===== src/design/asfm_pkg.sv =====
// Purpose: Shared constants for the serial converter frame and mode control
// Assumes: Serial clock and frame select are sampled in the core_clk domain
// Notes:   Edge numbers count serial clock falling edges after select falls
package asfm_pkg;
    localparam int RESULT_BITS     = 12;
    localparam int CODE_STEPS      = 4096;
    localparam int LEAD_ZEROS      = 3;
    localparam int WORD_EDGES      = 16;
    localparam int FRAME_MIN_EDGES = 20;
    localparam int GLITCH_EDGES    = 2;
    localparam int NORMAL_EDGES    = 10;
    localparam int TRACK_RISE      = 13;
    localparam int ACQ_NS          = 350;
    localparam int WAKE_NS         = 1000;
    localparam int CLK_MHZ         = 25;
    localparam int CLK_PERIOD_NS   = 40;
    // Least times round up
    localparam int ACQ_CYCLES  = (ACQ_NS + CLK_PERIOD_NS - 1) / CLK_PERIOD_NS;
    localparam int WAKE_CYCLES = (WAKE_NS + CLK_PERIOD_NS - 1) / CLK_PERIOD_NS;
    localparam logic [4:0] CNT_ZERO = 5'h00;
    localparam logic [4:0] CNT_MAX  = 5'h1F;

    typedef enum logic [2:0] {
        ST_IDLE  = 3'b001,
        ST_FRAME = 3'b010,
        ST_DONE  = 3'b100
    } asfm_state_type;
endpackage


===== src/design/asfm_ctrl.sv =====
// Purpose: Frame and mode control of a 12-bit serial-output converter
// Assumes: sclk and select_n are synchronous to core_clk; one pulse per sclk edge
// Notes:   Result word is supplied by the conversion core on sample_result
`timescale 1ns/1ns
`default_nettype none

// Contract
// - Result is unsigned straight binary code
// - Select fall enters normal, starts conversion
// - Shutdown holds until select falls again
// - Rise between tenth and sixteenth aborts, normal
// - Output released after sixteen clocks
// - Rise between second and tenth: shutdown
// - Rise before second fall keeps mode
// - Wake conversion result flagged unusable
// - Early rise after wake returns shutdown
// - Four zeros, twelve bits, MSB first
// - Sample at select fall, track at 13th rise
// - Release at 16th fall or select rise
// - Wake delay is one microsecond
module asfm_ctrl #(
    parameter int RESULT_BITS = asfm_pkg::RESULT_BITS
) (
    input  wire logic                   core_clk,
    input  wire logic                   srst,
    input  wire logic                   sclk,
    input  wire logic                   select_n,
    input  wire logic [RESULT_BITS-1:0] sample_result,
    output logic                        serial_result_out,
    output logic                        serial_result_oe,
    output logic                        hold_active,
    output logic                        sample_strobe,
    output logic                        shutdown_mode,
    output logic                        result_unusable,
    output logic                        wake_done
);
    // ==========================================================
    // Edge detection
    // Edges come from the previous sample, so each sclk level
    // must last one core_clk cycle at least
    logic sclk_q;
    logic sclk_d;
    logic sel_q;
    logic sel_d;
    logic sclk_fall;
    logic sclk_rise;
    logic sel_fall;
    logic sel_rise;
    assign sclk_fall = sclk_q & ~sclk;
    assign sclk_rise = ~sclk_q & sclk;
    assign sel_fall  = sel_q & ~select_n;
    assign sel_rise  = ~sel_q & select_n;

    // ==========================================================
    // Frame state
    asfm_pkg::asfm_state_type state_q;
    asfm_pkg::asfm_state_type state_d;
    logic [4:0]               falls_q;
    logic [4:0]               falls_d;
    logic [4:0]               rises_q;
    logic [4:0]               rises_d;
    logic [15:0]              shift_q;
    logic [15:0]              shift_d;
    logic                     sdo_q;
    logic                     sdo_d;
    logic                     oe_q;
    logic                     oe_d;
    logic                     hold_q;
    logic                     hold_d;
    logic                     samp_q;
    logic                     samp_d;
    logic                     shut_q;
    logic                     shut_d;
    logic                     waking_q;
    logic                     waking_d;
    logic                     unus_q;
    logic                     unus_d;
    logic [5:0]               wake_cnt_q;
    logic [5:0]               wake_cnt_d;
    logic                     wdone_q;
    logic                     wdone_d;

    // ==========================================================
    // Helpers
    // Saturates so a long idle-low frame cannot wrap the count
    function automatic logic [4:0] inc_sat(input logic [4:0] v);
        inc_sat = (v == asfm_pkg::CNT_MAX) ? v : v + 5'h01;
    endfunction

    // ==========================================================
    // Next-state logic
    always_comb begin
        sclk_d     = sclk;
        sel_d      = select_n;
        state_d    = state_q;
        falls_d    = falls_q;
        rises_d    = rises_q;
        shift_d    = shift_q;
        sdo_d      = sdo_q;
        oe_d       = oe_q;
        hold_d     = hold_q;
        samp_d     = 1'b0;
        shut_d     = shut_q;
        waking_d   = waking_q;
        unus_d     = unus_q;
        wake_cnt_d = wake_cnt_q;
        wdone_d    = wdone_q;
        // Wake delay runs from select fall out of shutdown
        // Counter stops at its limit, so done stays set until the next wake
        if (waking_q && wake_cnt_q != 6'(asfm_pkg::WAKE_CYCLES)) begin
            wake_cnt_d = wake_cnt_q + 6'h01;
        end else if (waking_q) begin
            wdone_d = 1'b1;
        end
        if (sel_fall) begin
            state_d = asfm_pkg::ST_FRAME;
            falls_d = asfm_pkg::CNT_ZERO;
            rises_d = asfm_pkg::CNT_ZERO;
            // Straight binary word, zeros lead, MSB first
            shift_d = {{asfm_pkg::LEAD_ZEROS{1'b0}}, sample_result, 1'b0};
            sdo_d   = 1'b0;
            oe_d    = 1'b1;
            hold_d  = 1'b1;
            samp_d  = 1'b1;
            unus_d  = shut_q;
            // A fall from shutdown restarts the wake delay
            if (shut_q) begin
                waking_d   = 1'b1;
                wake_cnt_d = 6'h00;
                wdone_d    = 1'b0;
            end
            shut_d = 1'b0;
        end else if (state_q == asfm_pkg::ST_FRAME && sel_rise) begin
            state_d = asfm_pkg::ST_IDLE;
            oe_d    = 1'b0;
            hold_d  = 1'b0;
            // Count of falls decides the mode
            // Wake frame comes first: an early rise goes back to shutdown
            if (unus_q && falls_q < 5'(asfm_pkg::NORMAL_EDGES)) begin
                shut_d = 1'b1;
            end else if (falls_q < 5'(asfm_pkg::GLITCH_EDGES)) begin
                shut_d = shut_q;
            end else if (falls_q < 5'(asfm_pkg::NORMAL_EDGES)) begin
                shut_d = 1'b1;
            end else begin
                shut_d = 1'b0;
            end
        end else if (state_q == asfm_pkg::ST_FRAME) begin
            if (sclk_rise) begin
                rises_d = inc_sat(rises_q);
                if (rises_d == 5'(asfm_pkg::TRACK_RISE)) begin
                    hold_d = 1'b0;
                end
            end
            if (sclk_fall) begin
                falls_d = inc_sat(falls_q);
                sdo_d   = shift_q[15];
                shift_d = {shift_q[14:0], 1'b0};
                if (falls_d == 5'(asfm_pkg::WORD_EDGES)) begin
                    oe_d    = 1'b0;
                    state_d = asfm_pkg::ST_DONE;
                end
            end
        end else if (state_q == asfm_pkg::ST_DONE && sel_rise) begin
            // Full word already out, the rise only closes the frame
            state_d = asfm_pkg::ST_IDLE;
        end
    end

    // ==========================================================
    // Registers
    always_ff @(posedge core_clk) begin
        if (srst) begin
            sclk_q     <= 1'b0;
            sel_q      <= 1'b1;
            state_q    <= asfm_pkg::ST_IDLE;
            falls_q    <= asfm_pkg::CNT_ZERO;
            rises_q    <= asfm_pkg::CNT_ZERO;
            shift_q    <= 16'h0000;
            sdo_q      <= 1'b0;
            oe_q       <= 1'b0;
            hold_q     <= 1'b0;
            samp_q     <= 1'b0;
            shut_q     <= 1'b0;
            waking_q   <= 1'b0;
            unus_q     <= 1'b1;
            wake_cnt_q <= 6'h00;
            wdone_q    <= 1'b0;
        end else begin
            sclk_q     <= sclk_d;
            sel_q      <= sel_d;
            state_q    <= state_d;
            falls_q    <= falls_d;
            rises_q    <= rises_d;
            shift_q    <= shift_d;
            sdo_q      <= sdo_d;
            oe_q       <= oe_d;
            hold_q     <= hold_d;
            samp_q     <= samp_d;
            shut_q     <= shut_d;
            waking_q   <= waking_d;
            unus_q     <= unus_d;
            wake_cnt_q <= wake_cnt_d;
            wdone_q    <= wdone_d;
        end
    end

    // ==========================================================
    // Outputs
    // Straight from flip-flops, no logic after the registers
    assign serial_result_out = sdo_q;
    assign serial_result_oe  = oe_q;
    assign hold_active       = hold_q;
    assign sample_strobe     = samp_q;
    assign shutdown_mode     = shut_q;
    assign result_unusable   = unus_q;
    assign wake_done         = wdone_q;
endmodule
`default_nettype wire


===== config.mk =====
export PLATFORM = sky130hd
export DESIGN_NAME = asfm_ctrl
export DESIGN_NICKNAME = d
export VERILOG_FILES = /design/src/design/asfm_pkg.sv /design/src/design/asfm_ctrl.sv
export SDC_FILE = /design/constraint.sdc
export NUM_CORES = 1
export LEC_CHECK = 0
export BUFFER_PORTS_ARGS = -buffer_cell sky130_fd_sc_hd__buf_4
export CAP_MARGIN = 15
export CORE_UTILIZATION = 52
export CTS_BUF_LIST = sky130_fd_sc_hd__clkbuf_16
export CTS_CLUSTER_DIAMETER = 40
export DETAILED_ROUTE_END_ITERATION = 8
export PLACE_DENSITY = 0.75
export SLEW_MARGIN = 20
export SYNTH_ARGS = -nofsm -noshare
export SYNTH_HDL_FRONTEND = slang
export SYNTH_SLANG_ARGS = --single-unit

===== constraint.sdc =====
create_clock -name core_clk -period 1.55 [get_ports core_clk]
set_clock_uncertainty 0.1 [all_clocks]
set_input_delay 0.465 -clock core_clk [delete_from_list [all_inputs] [get_ports core_clk]]
set_output_delay 0.465 -clock core_clk [all_outputs]
set_load 0.02 [all_outputs]

After elaboration in Yosys (flattened, before gate mapping)
Cells that the tools add are included.
- register bits: 44
- bits of input ports: 16
- output and inout bits: 7
- logic and storage cells: 101
- add/subtract/negate cells: 3
- magnitude comparators: 2
- equal/unequal tests: 13
- mux-type cells: 33
- bitwise operators: 9
- reductions and logical operators: 24
- operators with widths (operator ; number):
    two-way mux 13 bit ; 4
    AND reduction 3 bit ; 7
    two-way mux 1 bit ; 18
    two-way mux 6 bit ; 3
    == test 5 bit (second input constant) ; 3
    nonzero test 3 bit ; 5
    two-way mux 3 bit ; 4
    adder 5 x 1 -> 5 bit (second input constant) ; 2
    two-way mux 5 bit ; 2
    adder 6 x 1 -> 6 bit (second input constant) ; 1
    != test 2 bit (second input constant) ; 3
    != test 6 x 5 -> 1 bit (second input constant) ; 1
    nonzero test 2 bit ; 3
    == test 5 x 4 -> 1 bit (second input constant) ; 1
    less-than comparator 5 x 2 -> 1 bit (second input constant) ; 1
    less-than comparator 5 x 4 -> 1 bit (second input constant) ; 1
    inverter 1 bit ; 5
    AND 1 bit ; 4
    logical AND 1 bit ; 4
    two-way mux 2 bit ; 2
    != test 4 x 2 -> 1 bit (second input constant) ; 1
    != test 4 x 3 -> 1 bit (second input constant) ; 1
    AND reduction 2 bit ; 2
    nonzero test 4 bit ; 1
    5 further kinds ; 5

Longest topological paths before layout
Gate-level depths: netlist (run 1).
- depth after elaboration: 8
- depth in mapped cells: 7
- mapped depth without buffers: 6

Worst setup path after synthesis (run 1)
OpenSTA, ideal clock, no wires.
- path type: reg-to-reg
- start point: register rises_q[0]
- end point: register hold_q, in the netlist hold_active
- setup time: 115 ps
- arrival: 1408 ps
- required time: 1335 ps
- slack: -72 ps
- cell stages (with the launch flop): 6
- buffers on the path: 0
- period minus slack after synthesis: 1622 ps
- cells stage by stage: dfxtp_1 -> ha_1 -> a21boi_0 -> a41oi_1 -> and4_2 -> a2111oi_0
- longest elaborated chain between the ends: 5
- elaborated cells on any way between the ends: 6
- those cells by class: 1 x add/sub; 2 x eq/ne; 1 x mux; 2 x reduce/logical
- ends and longest elaborated chain (item ; line ; text):
    from (decl) ; asfm_ctrl.sv:60 ; logic [4:0] rises_q;
    from (signal assigned) ; asfm_ctrl.sv:178 ; rises_q <= asfm_pkg::CNT_ZERO;
    from (signal assigned) ; asfm_ctrl.sv:194 ; rises_q <= rises_d;
    adder 5 x 1 -> 5 bit or == test 5 bit (tied branches) ; asfm_ctrl.sv:87 ; inc_sat = (v == asfm_pkg::CNT_MAX) ? v : v + 5'h01;
    two-way mux 5 bit * ; asfm_ctrl.sv:87 ;
    == test 5 x 4 -> 1 bit * ; asfm_ctrl.sv:151 ; if (rises_d == 5'(asfm_pkg::TRACK_RISE)) begin
    nonzero test 3 bit (no source line) * ; -- ;
    AND reduction 3 bit (no source line) * ; -- ;
    to (signal assigned) ; asfm_ctrl.sv:198 ; hold_q <= hold_d;
    to (decl) ; asfm_ctrl.sv:68 ; logic hold_q;
Mark *: on every way between the ends. The rest lies on a longest branch, timed or not.
A chain may end at the register's enable or synchronous reset.

Worst setup path in the final report (run 1)
- start point: register rises_q[1]
- end point: register rises_q[2]
- longest elaborated chain between the ends: 2
- elaborated cells on any way between the ends: 3
- those cells by class: 1 x add/sub; 1 x eq/ne; 1 x mux
- ends and longest elaborated chain (item ; line):
    adder 5 x 1 -> 5 bit or == test 5 bit (tied branches) ; asfm_ctrl.sv:87
    two-way mux 5 bit * ; asfm_ctrl.sv:87
Marked as above.

==> results of run 1 <==
-- stage by stage --
step           setup WS [ns]  std cells  utilization [%]  setup TNS, ns
2_1_floorplan       -0.00604        239                -       -0.00604
3_3_place_gp         -0.0846        320             64.6          -1.03
3_5_place_dp          -0.152        320             64.6          -1.59
4_1_cts            -0.000496        329             69.0      -0.000496
5_1_grt              -0.0733        335             74.7         -0.301
6_report              0.0243        335             74.7              0
-- placed cells by master, fill, tap and decap left out, drive strengths merged, types with 4 or more instances in the layout --
cell type | netlist | layout
nand3 | 7 | 7
a211oi | 4 | 4
nand4 | 5 | 5
ha | 4 | 4
nor2 | 35 | 35
nand2b | 4 | 4
xor2 | 5 | 5
a21oi | 17 | 17
buf | 8 | 53
nor4 | 13 | 13
inv | 6 | 6
dfxtp | 44 | 44
clkbuf | 6 | 7
nand2 | 15 | 15
nor3 | 27 | 27
-- layout make-up --
cell class / instances / area (um2) / share of cell area [%]
Clock inverter: 2 / 12.5 / 0.451
Timing Repair Buffer: 55 / 480 / 17.3
Sequential cell: 44 / 888 / 32.0
Tap cell: 48 / 60.1 / 2.16
Multi-Input combinational cell: 175 / 1190 / 42.7
Clock buffer: 5 / 125 / 4.51
Inverter: 6 / 22.5 / 0.812
-- critical path, delay by kind of cell (launching register included) --
kind | cells | cell delay, ns
AO/OA/AOI/OAI | 3 | 0.58
adder cells (fa/ha/maj) | 1 | 0.17
buffers and inverters | 1 | 0.18
flip-flops | 1 | 0.33
AND/OR/NAND/NOR | 1 | 0.11
-- registers in the layout, summed over array words and instances, names as in the netlist --
register           count
sclk_q                 1
sample_strobe          1
wake_cnt_q             6
shift_q               15
waking_q               1
hold_active            1
state_q                3
result_unusable        1
wake_done              1
rises_q                5
sel_q                  1
serial_result_oe       1
shutdown_mode          1
serial_result_out      1
falls_q                5
-- final timing paths --
| path | startpoint | to | cells past startpoint |
|---|---|---|---|
| worst max register to register | rises_q[1]$_SDFFE_PP0P_ | rises_q[2]$_SDFFE_PP0P_ | 6 |
| worst min-delay path | sample_result[0] | shift_q[1]$_SDFFE_PP0P_ | 3 |
| worst min register to register | shift_q[14]$_SDFFE_PP0P_ | shift_q[15]$_SDFFE_PP0P_ | 2 |
| worst max-delay path | rises_q[1]$_SDFFE_PP0P_ | rises_q[2]$_SDFFE_PP0P_ | 6 |
-- power by group through the flow --
stage	registers (mW)	clock network, mW	logic, mW
floorplan	1.22	0	0.122
global placement	1.22	0	0.214
detailed placement	1.22	0	0.218
CTS	1.20	1.02	0.225
global route	1.20	1.08	0.266
finish	1.20	1.01	0.244
-- metal layers --
layer	vias up	share of wire [%]
met2	62	49
met5	-	0
met3	14	4.7
met1	936	44
met4	0	2.5
li1	954	-
-- what timing repair did --
action                     4_1_cts  5_1_grt
setup buffers                    2        3
pin swaps                        2       25
setup endpoints to repair       15       23
resized for setup                4       29
gates cloned                     0        3
-- cell families after synthesis --
| kind of cell | after synthesis | synth area share, % |
|---|---|---|
| and+or+nand+nor | 121 | 31.9 |
| DFF | 44 | 43.2 |
| AOI/OAI and AO/OA | 41 | 13.2 |
| buffers and inverters | 20 | 5.22 |
| xor gates and xnor gates | 6 | 2.58 |
| adders and majority gates | 5 | 2.95 |
| muxes | 2 | 0.982 |
==> results.sh, run 1 <==
export IMPL_outcome="finished, final reports clean"
export IMPL_total_nets_after_synthesis=259
export IMPL_drt_vias_per_instance=5.87
export IMPL_path_class="register to register"
export IMPL_die_h_um=64.6
export IMPL_worst_endpoint_arrival_ns=1.65
export IMPL_timing_critical_path_required_ns=1.68
export IMPL_hold_path_class="input pin to register"
export IMPL_synthFlopType="sky130_fd_sc_hd__dfxtp_1"
export IMPL_cts_max_level=2
export IMPL_power_internal_mw=1.88
export IMPL_hold_viol=0
export IMPL_finalSetupViolCount=0
export IMPL_area_contributors_post_synth="sky130_fd_sc_hd__dfxtp_1 (43%), sky130_fd_sc_hd__nor2_1 (6.4%), sky130_fd_sc_hd__nor3_1 (5.9%), sky130_fd_sc_hd__a21oi_1 (4.2%), sky130_fd_sc_hd__nor4_1 (3.1%)"
export IMPL_grt_util_all_layers_pct=23.7
export IMPL_cts_hold_buf=0
export IMPL_wl_per_cell_um=14.9
export IMPL_first_iter_violations=138
export IMPL_clkLatencyLatePin_ns=0.29
export IMPL_place_detailed_hpwl_um=3030
export IMPL_floorplan_initialDensity_pct=54.8
export IMPL_proportion_of_layout_cells_with_a_drive_suffix_above_1_pct=34.8
export IMPL_power_mw=2.45
export IMPL_asyncSetResetFlopFracSynth_pct=0
export IMPL_fmaxAchievable_mhz=655
export IMPL_cp_cell_sequence="ha_4 -> a21boi_1 -> a2111oi_2 -> buf_4 -> a32oi_1 -> nor2_1"
export IMPL_switching_share_pct=23.5
export IMPL_grt_busiest_layer="met2"
export IMPL_post_route_drc_count=0
export IMPL_synth_ff_latch_count=44
export IMPL_power_density_nw_per_um2=884
export IMPL_synth_most_common_cell="sky130_fd_sc_hd__dfxtp_1"
export IMPL_worst_slew_pin_transition_ns=0.330
export IMPL_route_vias_total=1966
export IMPL_cts_made_buffers=5
export IMPL_max_slew_vio_count=0
export IMPL_min_period_over_period_pct=98.4
export IMPL_numPortBuffers=22
export IMPL_power_sequential_fraction_pct=48.9
export IMPL_r2r_slack_ns=0.02
export IMPL_first_global_vias=1794
export IMPL_final_nets=307
export IMPL_syn_cell_area_um2=2040
export IMPL_synth_lib_cells_used_distinct=47
export IMPL_syn_inst=239
export IMPL_net_switching_power_uw=576
export IMPL_grt_start_max_net_pins=25
export IMPL_synthToLayoutAreaGrowth_pct=36.2
export IMPL_ir_drop_mv=0.607
export IMPL_avgSynthCellArea_um2=8.53
export IMPL_detail_route_antenna_nets=0
export IMPL_area_of_the_core_um2=3720
export IMPL_synth_seq_area_share_pct=43.2
export IMPL_critical_path_max_stage_delay_ns=0.36
export IMPL_gr_util_met2_pct=38.8
export IMPL_cts_sinks=44
export IMPL_netlist_area_leader_share_pct=43.2
export IMPL_min_tclk_post_route_ns=1.53
export IMPL_routabilityCongestion=0.803
export IMPL_clock_slew_at_reported_path_ffs_ns=0.06
export IMPL_die_area_um2=4170
export IMPL_finalInstanceArea_um2=2780
export IMPL_antennaDiodeCount=0
export IMPL_synth_enable_flop_cells=0
export IMPL_crit_path_top_delay_cell="sky130_fd_sc_hd__a2111oi_2"
export IMPL_netlist_top_cell_by_area="sky130_fd_sc_hd__dfxtp_1"
export IMPL_global_route_usage_met3_pct=6.87
export IMPL_fillerInstances=261
export IMPL_total_routed_wirelength_um=4990
export IMPL_yosysWarningCount=0
export IMPL_drt_pass1_iter_count=4
export IMPL_synth_cells_most_frequent="sky130_fd_sc_hd__dfxtp_1 (44), sky130_fd_sc_hd__nor2_1 (35), sky130_fd_sc_hd__nor3_1 (24)"
export IMPL_first_pass_grt_wire_length_um=7670
export IMPL_clock_tree_root_cell="sky130_fd_sc_hd__clkbuf_16"
export IMPL_rsz0062_at_grt="yes"
export IMPL_setup_worst_path_end_class="register"
export IMPL_cp_start_kind="register"
export IMPL_p_comb_share_pct=10.0
export IMPL_timing_hold_ws_ns=0.345
export IMPL_critical_path_max_fanout=4
export IMPL_top_level_ports=23
export IMPL_leakagePower_nw=1.07
export IMPL_grt_use_met1_pct=28.8
export IMPL_post_dp_cell_area_um2=2400
export IMPL_p_clk_share_pct=41.2
export IMPL_rows=22
export IMPL_die_w_um=64.6
export IMPL_initial_antenna_violation_count=0
export IMPL_tritoncts="built"
export IMPL_worst_slew_margin_rel_pct=78.0
export IMPL_global_route_overflow=0
export IMPL_clockBufferDepth=2
export IMPL_max_capacitance_violation_total=0
Power figures use the tool's default switching activity.
==> run 2, diff against run 1 <==
Settings changed: CORE_UTILIZATION 52 to 50, PLACE_DENSITY 0.75 to 0.73.
==> run 2 against run 1 <==
Compared with the run above:
- hold slack improved by 0.0060 ns
- cell count grew 0.30%
- first-iteration DRC count increased by 1.4%
- combinational power rose by 9.4%
- non-clock buffer count did not move
- clock power is essentially flat
- die area rose by 3.9%
- largest cell class unchanged
- total power is 0.75% higher
- global-route usage shrank 0.26 points
- setup slack worse by 0.0095 ns
- via count is 0.46% lower
- highest routed layer unchanged
==> results.sh, run 2 (synthesis results as in run 1) <==
export IMPL_grt_util_all_layers_pct=23.4
export IMPL_timing_hold_ws_ns=0.351
export IMPL_detail_route_antenna_nets=0
export IMPL_clkLatencyLatePin_ns=0.29
export IMPL_post_route_drc_count=0
export IMPL_hold_viol=0
export IMPL_wl_per_cell_um=16.4
export IMPL_worst_slew_margin_rel_pct=74.6
export IMPL_fmaxAchievable_mhz=651
export IMPL_total_routed_wirelength_um=5520
export IMPL_floorplan_initialDensity_pct=54.0
export IMPL_min_period_over_period_pct=99.0
export IMPL_setup_total_negative_slack_ns=0
export IMPL_r2r_worst_path_cells=6
export IMPL_hold_path_startpoint="sample_result[0]"
export IMPL_startpoint="state_q[0]$_SDFFE_PP1P_"
export IMPL_first_iter_violations=140
export IMPL_r2r_slack_ns=0.01
export IMPL_rr_startpoint="state_q[0]$_SDFFE_PP1P_"
export IMPL_worst_slew_pin_transition_ns=0.378
export IMPL_hold_path_class="input pin to register"
export IMPL_first_pass_grt_wire_length_um=7730
export IMPL_area_of_the_core_um2=3770
export IMPL_timing_critical_path_required_ns=1.62
export IMPL_initial_antenna_violation_count=0
export IMPL_place_detailed_hpwl_um=3030
export IMPL_fillerInstances=251
export IMPL_cp_start_kind="register"
export IMPL_first_global_vias=1714
export IMPL_clock_tree_root_cell="sky130_fd_sc_hd__clkbuf_16"
export IMPL_grt_start_max_net_pins=25
export IMPL_proportion_of_layout_cells_with_a_drive_suffix_above_1_pct=38.2
export IMPL_largest_register_ff_count=15
export IMPL_timing_critical_path_to="shift_q[9]$_SDFFE_PP0P_"
export IMPL_setup_worst_path_end_class="register"
export IMPL_cts_sinks=44
export IMPL_drt_pass1_iter_count=4
export IMPL_synthToLayoutAreaGrowth_pct=42.1
export IMPL_die_h_um=65.8
export IMPL_die_area_um2=4340
export IMPL_clock_slew_at_reported_path_ffs_ns=0.06
export IMPL_clockBufferDepth=2
export IMPL_outcome="finished, final reports clean"
export IMPL_global_route_overflow=0
export IMPL_worst_r2r_endpoint="shift_q[9]$_SDFFE_PP0P_"
export IMPL_drt_vias_per_instance=5.82
export IMPL_ir_drop_mv=0.569
export IMPL_mostFrequentLayoutCells="sky130_fd_sc_hd__buf_4 (47), sky130_fd_sc_hd__dfxtp_1 (41), sky130_fd_sc_hd__nor2_1 (35), sky130_fd_sc_hd__nor3_2 (15)"
export IMPL_route_vias_total=1957
export IMPL_cts_made_buffers=5
export IMPL_rsz0062_at_grt="yes"
export IMPL_leakagePower_nw=1.11
export IMPL_tritoncts="built"
export IMPL_max_capacitance_violation_total=0
export IMPL_cts_max_level=2
export IMPL_power_density_nw_per_um2=854
export IMPL_antennaDiodeCount=0
export IMPL_finalSetupViolCount=0
export IMPL_critical_path_max_fanout=5
export IMPL_numPortBuffers=22
export IMPL_utilization_pct=76.8
export IMPL_final_nets=307
export IMPL_min_tclk_post_route_ns=1.54
export IMPL_routabilityCongestion=0.900
export IMPL_top_regs="shift_q: 15 flops, wake_cnt_q: 6 flops"
export IMPL_regMostFlops="shift_q"
export IMPL_top_level_ports=23
export IMPL_max_slew_vio_count=0
export IMPL_worst_endpoint_arrival_ns=1.61
export IMPL_die_w_um=65.8
export IMPL_rows=22
export IMPL_mostFrequentLayoutCell="sky130_fd_sc_hd__buf_4"
export IMPL_path_class="register to register"
-- run 2: cell type report --
class | count | area (um2) | area share [%]
inverter | 6 | 22.5 | 0.778
tap | 48 | 60.1 | 2.07
clock buffer | 5 | 125 | 4.32
clock inverter | 3 | 11.3 | 0.389
sequential | 44 | 887 | 30.6
multi-input combinational | 175 | 1270 | 44.0
timing repair buffer | 55 | 515 | 17.8
-- run 2: stage by stage --
| step | setup WS [ns] | instance area (um2) | std cells | power (mW) |
|---|---|---|---|---|
| 5_1_grt | -0.0857 | 2900 | 336 | 2.56 |
| 2_1_floorplan | -0.00604 | 2040 | 239 | 1.35 |
| 6_report | 0.0147 | 2900 | 336 | 2.47 |
| 3_5_place_dp | -0.157 | 2420 | 323 | 1.45 |
| 4_1_cts | 0.00929 | 2590 | 332 | 2.43 |
| 3_3_place_gp | -0.101 | 2420 | 323 | 1.44 |
-- run 2: routing by layer --
metal	vias up	share of wire, %	GRT usage, %
met5	-	0	0
met4	0	1.6	6.79
met3	10	5.7	6.21
met2	57	49	35.8
met1	930	44	32.2
li1	960	-	-
-- run 2: how the worst min path moves through the flow --
stage                               endpoint  slack [ns]  cells past startpoint
floorplan           shift_q[14]$_SDFFE_PP0P_        0.33                      2
global placement    shift_q[14]$_SDFFE_PP0P_        0.34                      2
detailed placement  shift_q[14]$_SDFFE_PP0P_        0.34                      2
CTS                  shift_q[1]$_SDFFE_PP0P_        0.33                      3
global route         shift_q[1]$_SDFFE_PP0P_        0.35                      3
finish               shift_q[1]$_SDFFE_PP0P_        0.35                      3
-- run 2: power breakdown --
part	internal [mW]	total, mW	leakage (nW)	switching [mW]
combinational	0.128	0.267	0.678	0.138
clock	0.580	1.00	0.0738	0.420
sequential	1.17	1.20	0.361	0.0344
total	1.88	2.47	1.11	0.592
-- run 2: worst max-delay path, stage by stage (launching register included) --
cell and delay, ns:
sky130_fd_sc_hd__dfxtp_4 0.36, sky130_fd_sc_hd__nor3b_4 0.26, sky130_fd_sc_hd__buf_6 0.14, sky130_fd_sc_hd__nand3_4 0.12, sky130_fd_sc_hd__buf_12 0.17, sky130_fd_sc_hd__nor3_1 0.19, sky130_fd_sc_hd__nor4_1 0.08
-- run 2: what timing repair did --
action,4_1_cts,5_1_grt
cloned,0,4
hold buffers,0,0
resized for setup,7,43
pin swaps,3,23
endpoints found under the setup margin,6,21
buffers inserted,1,0
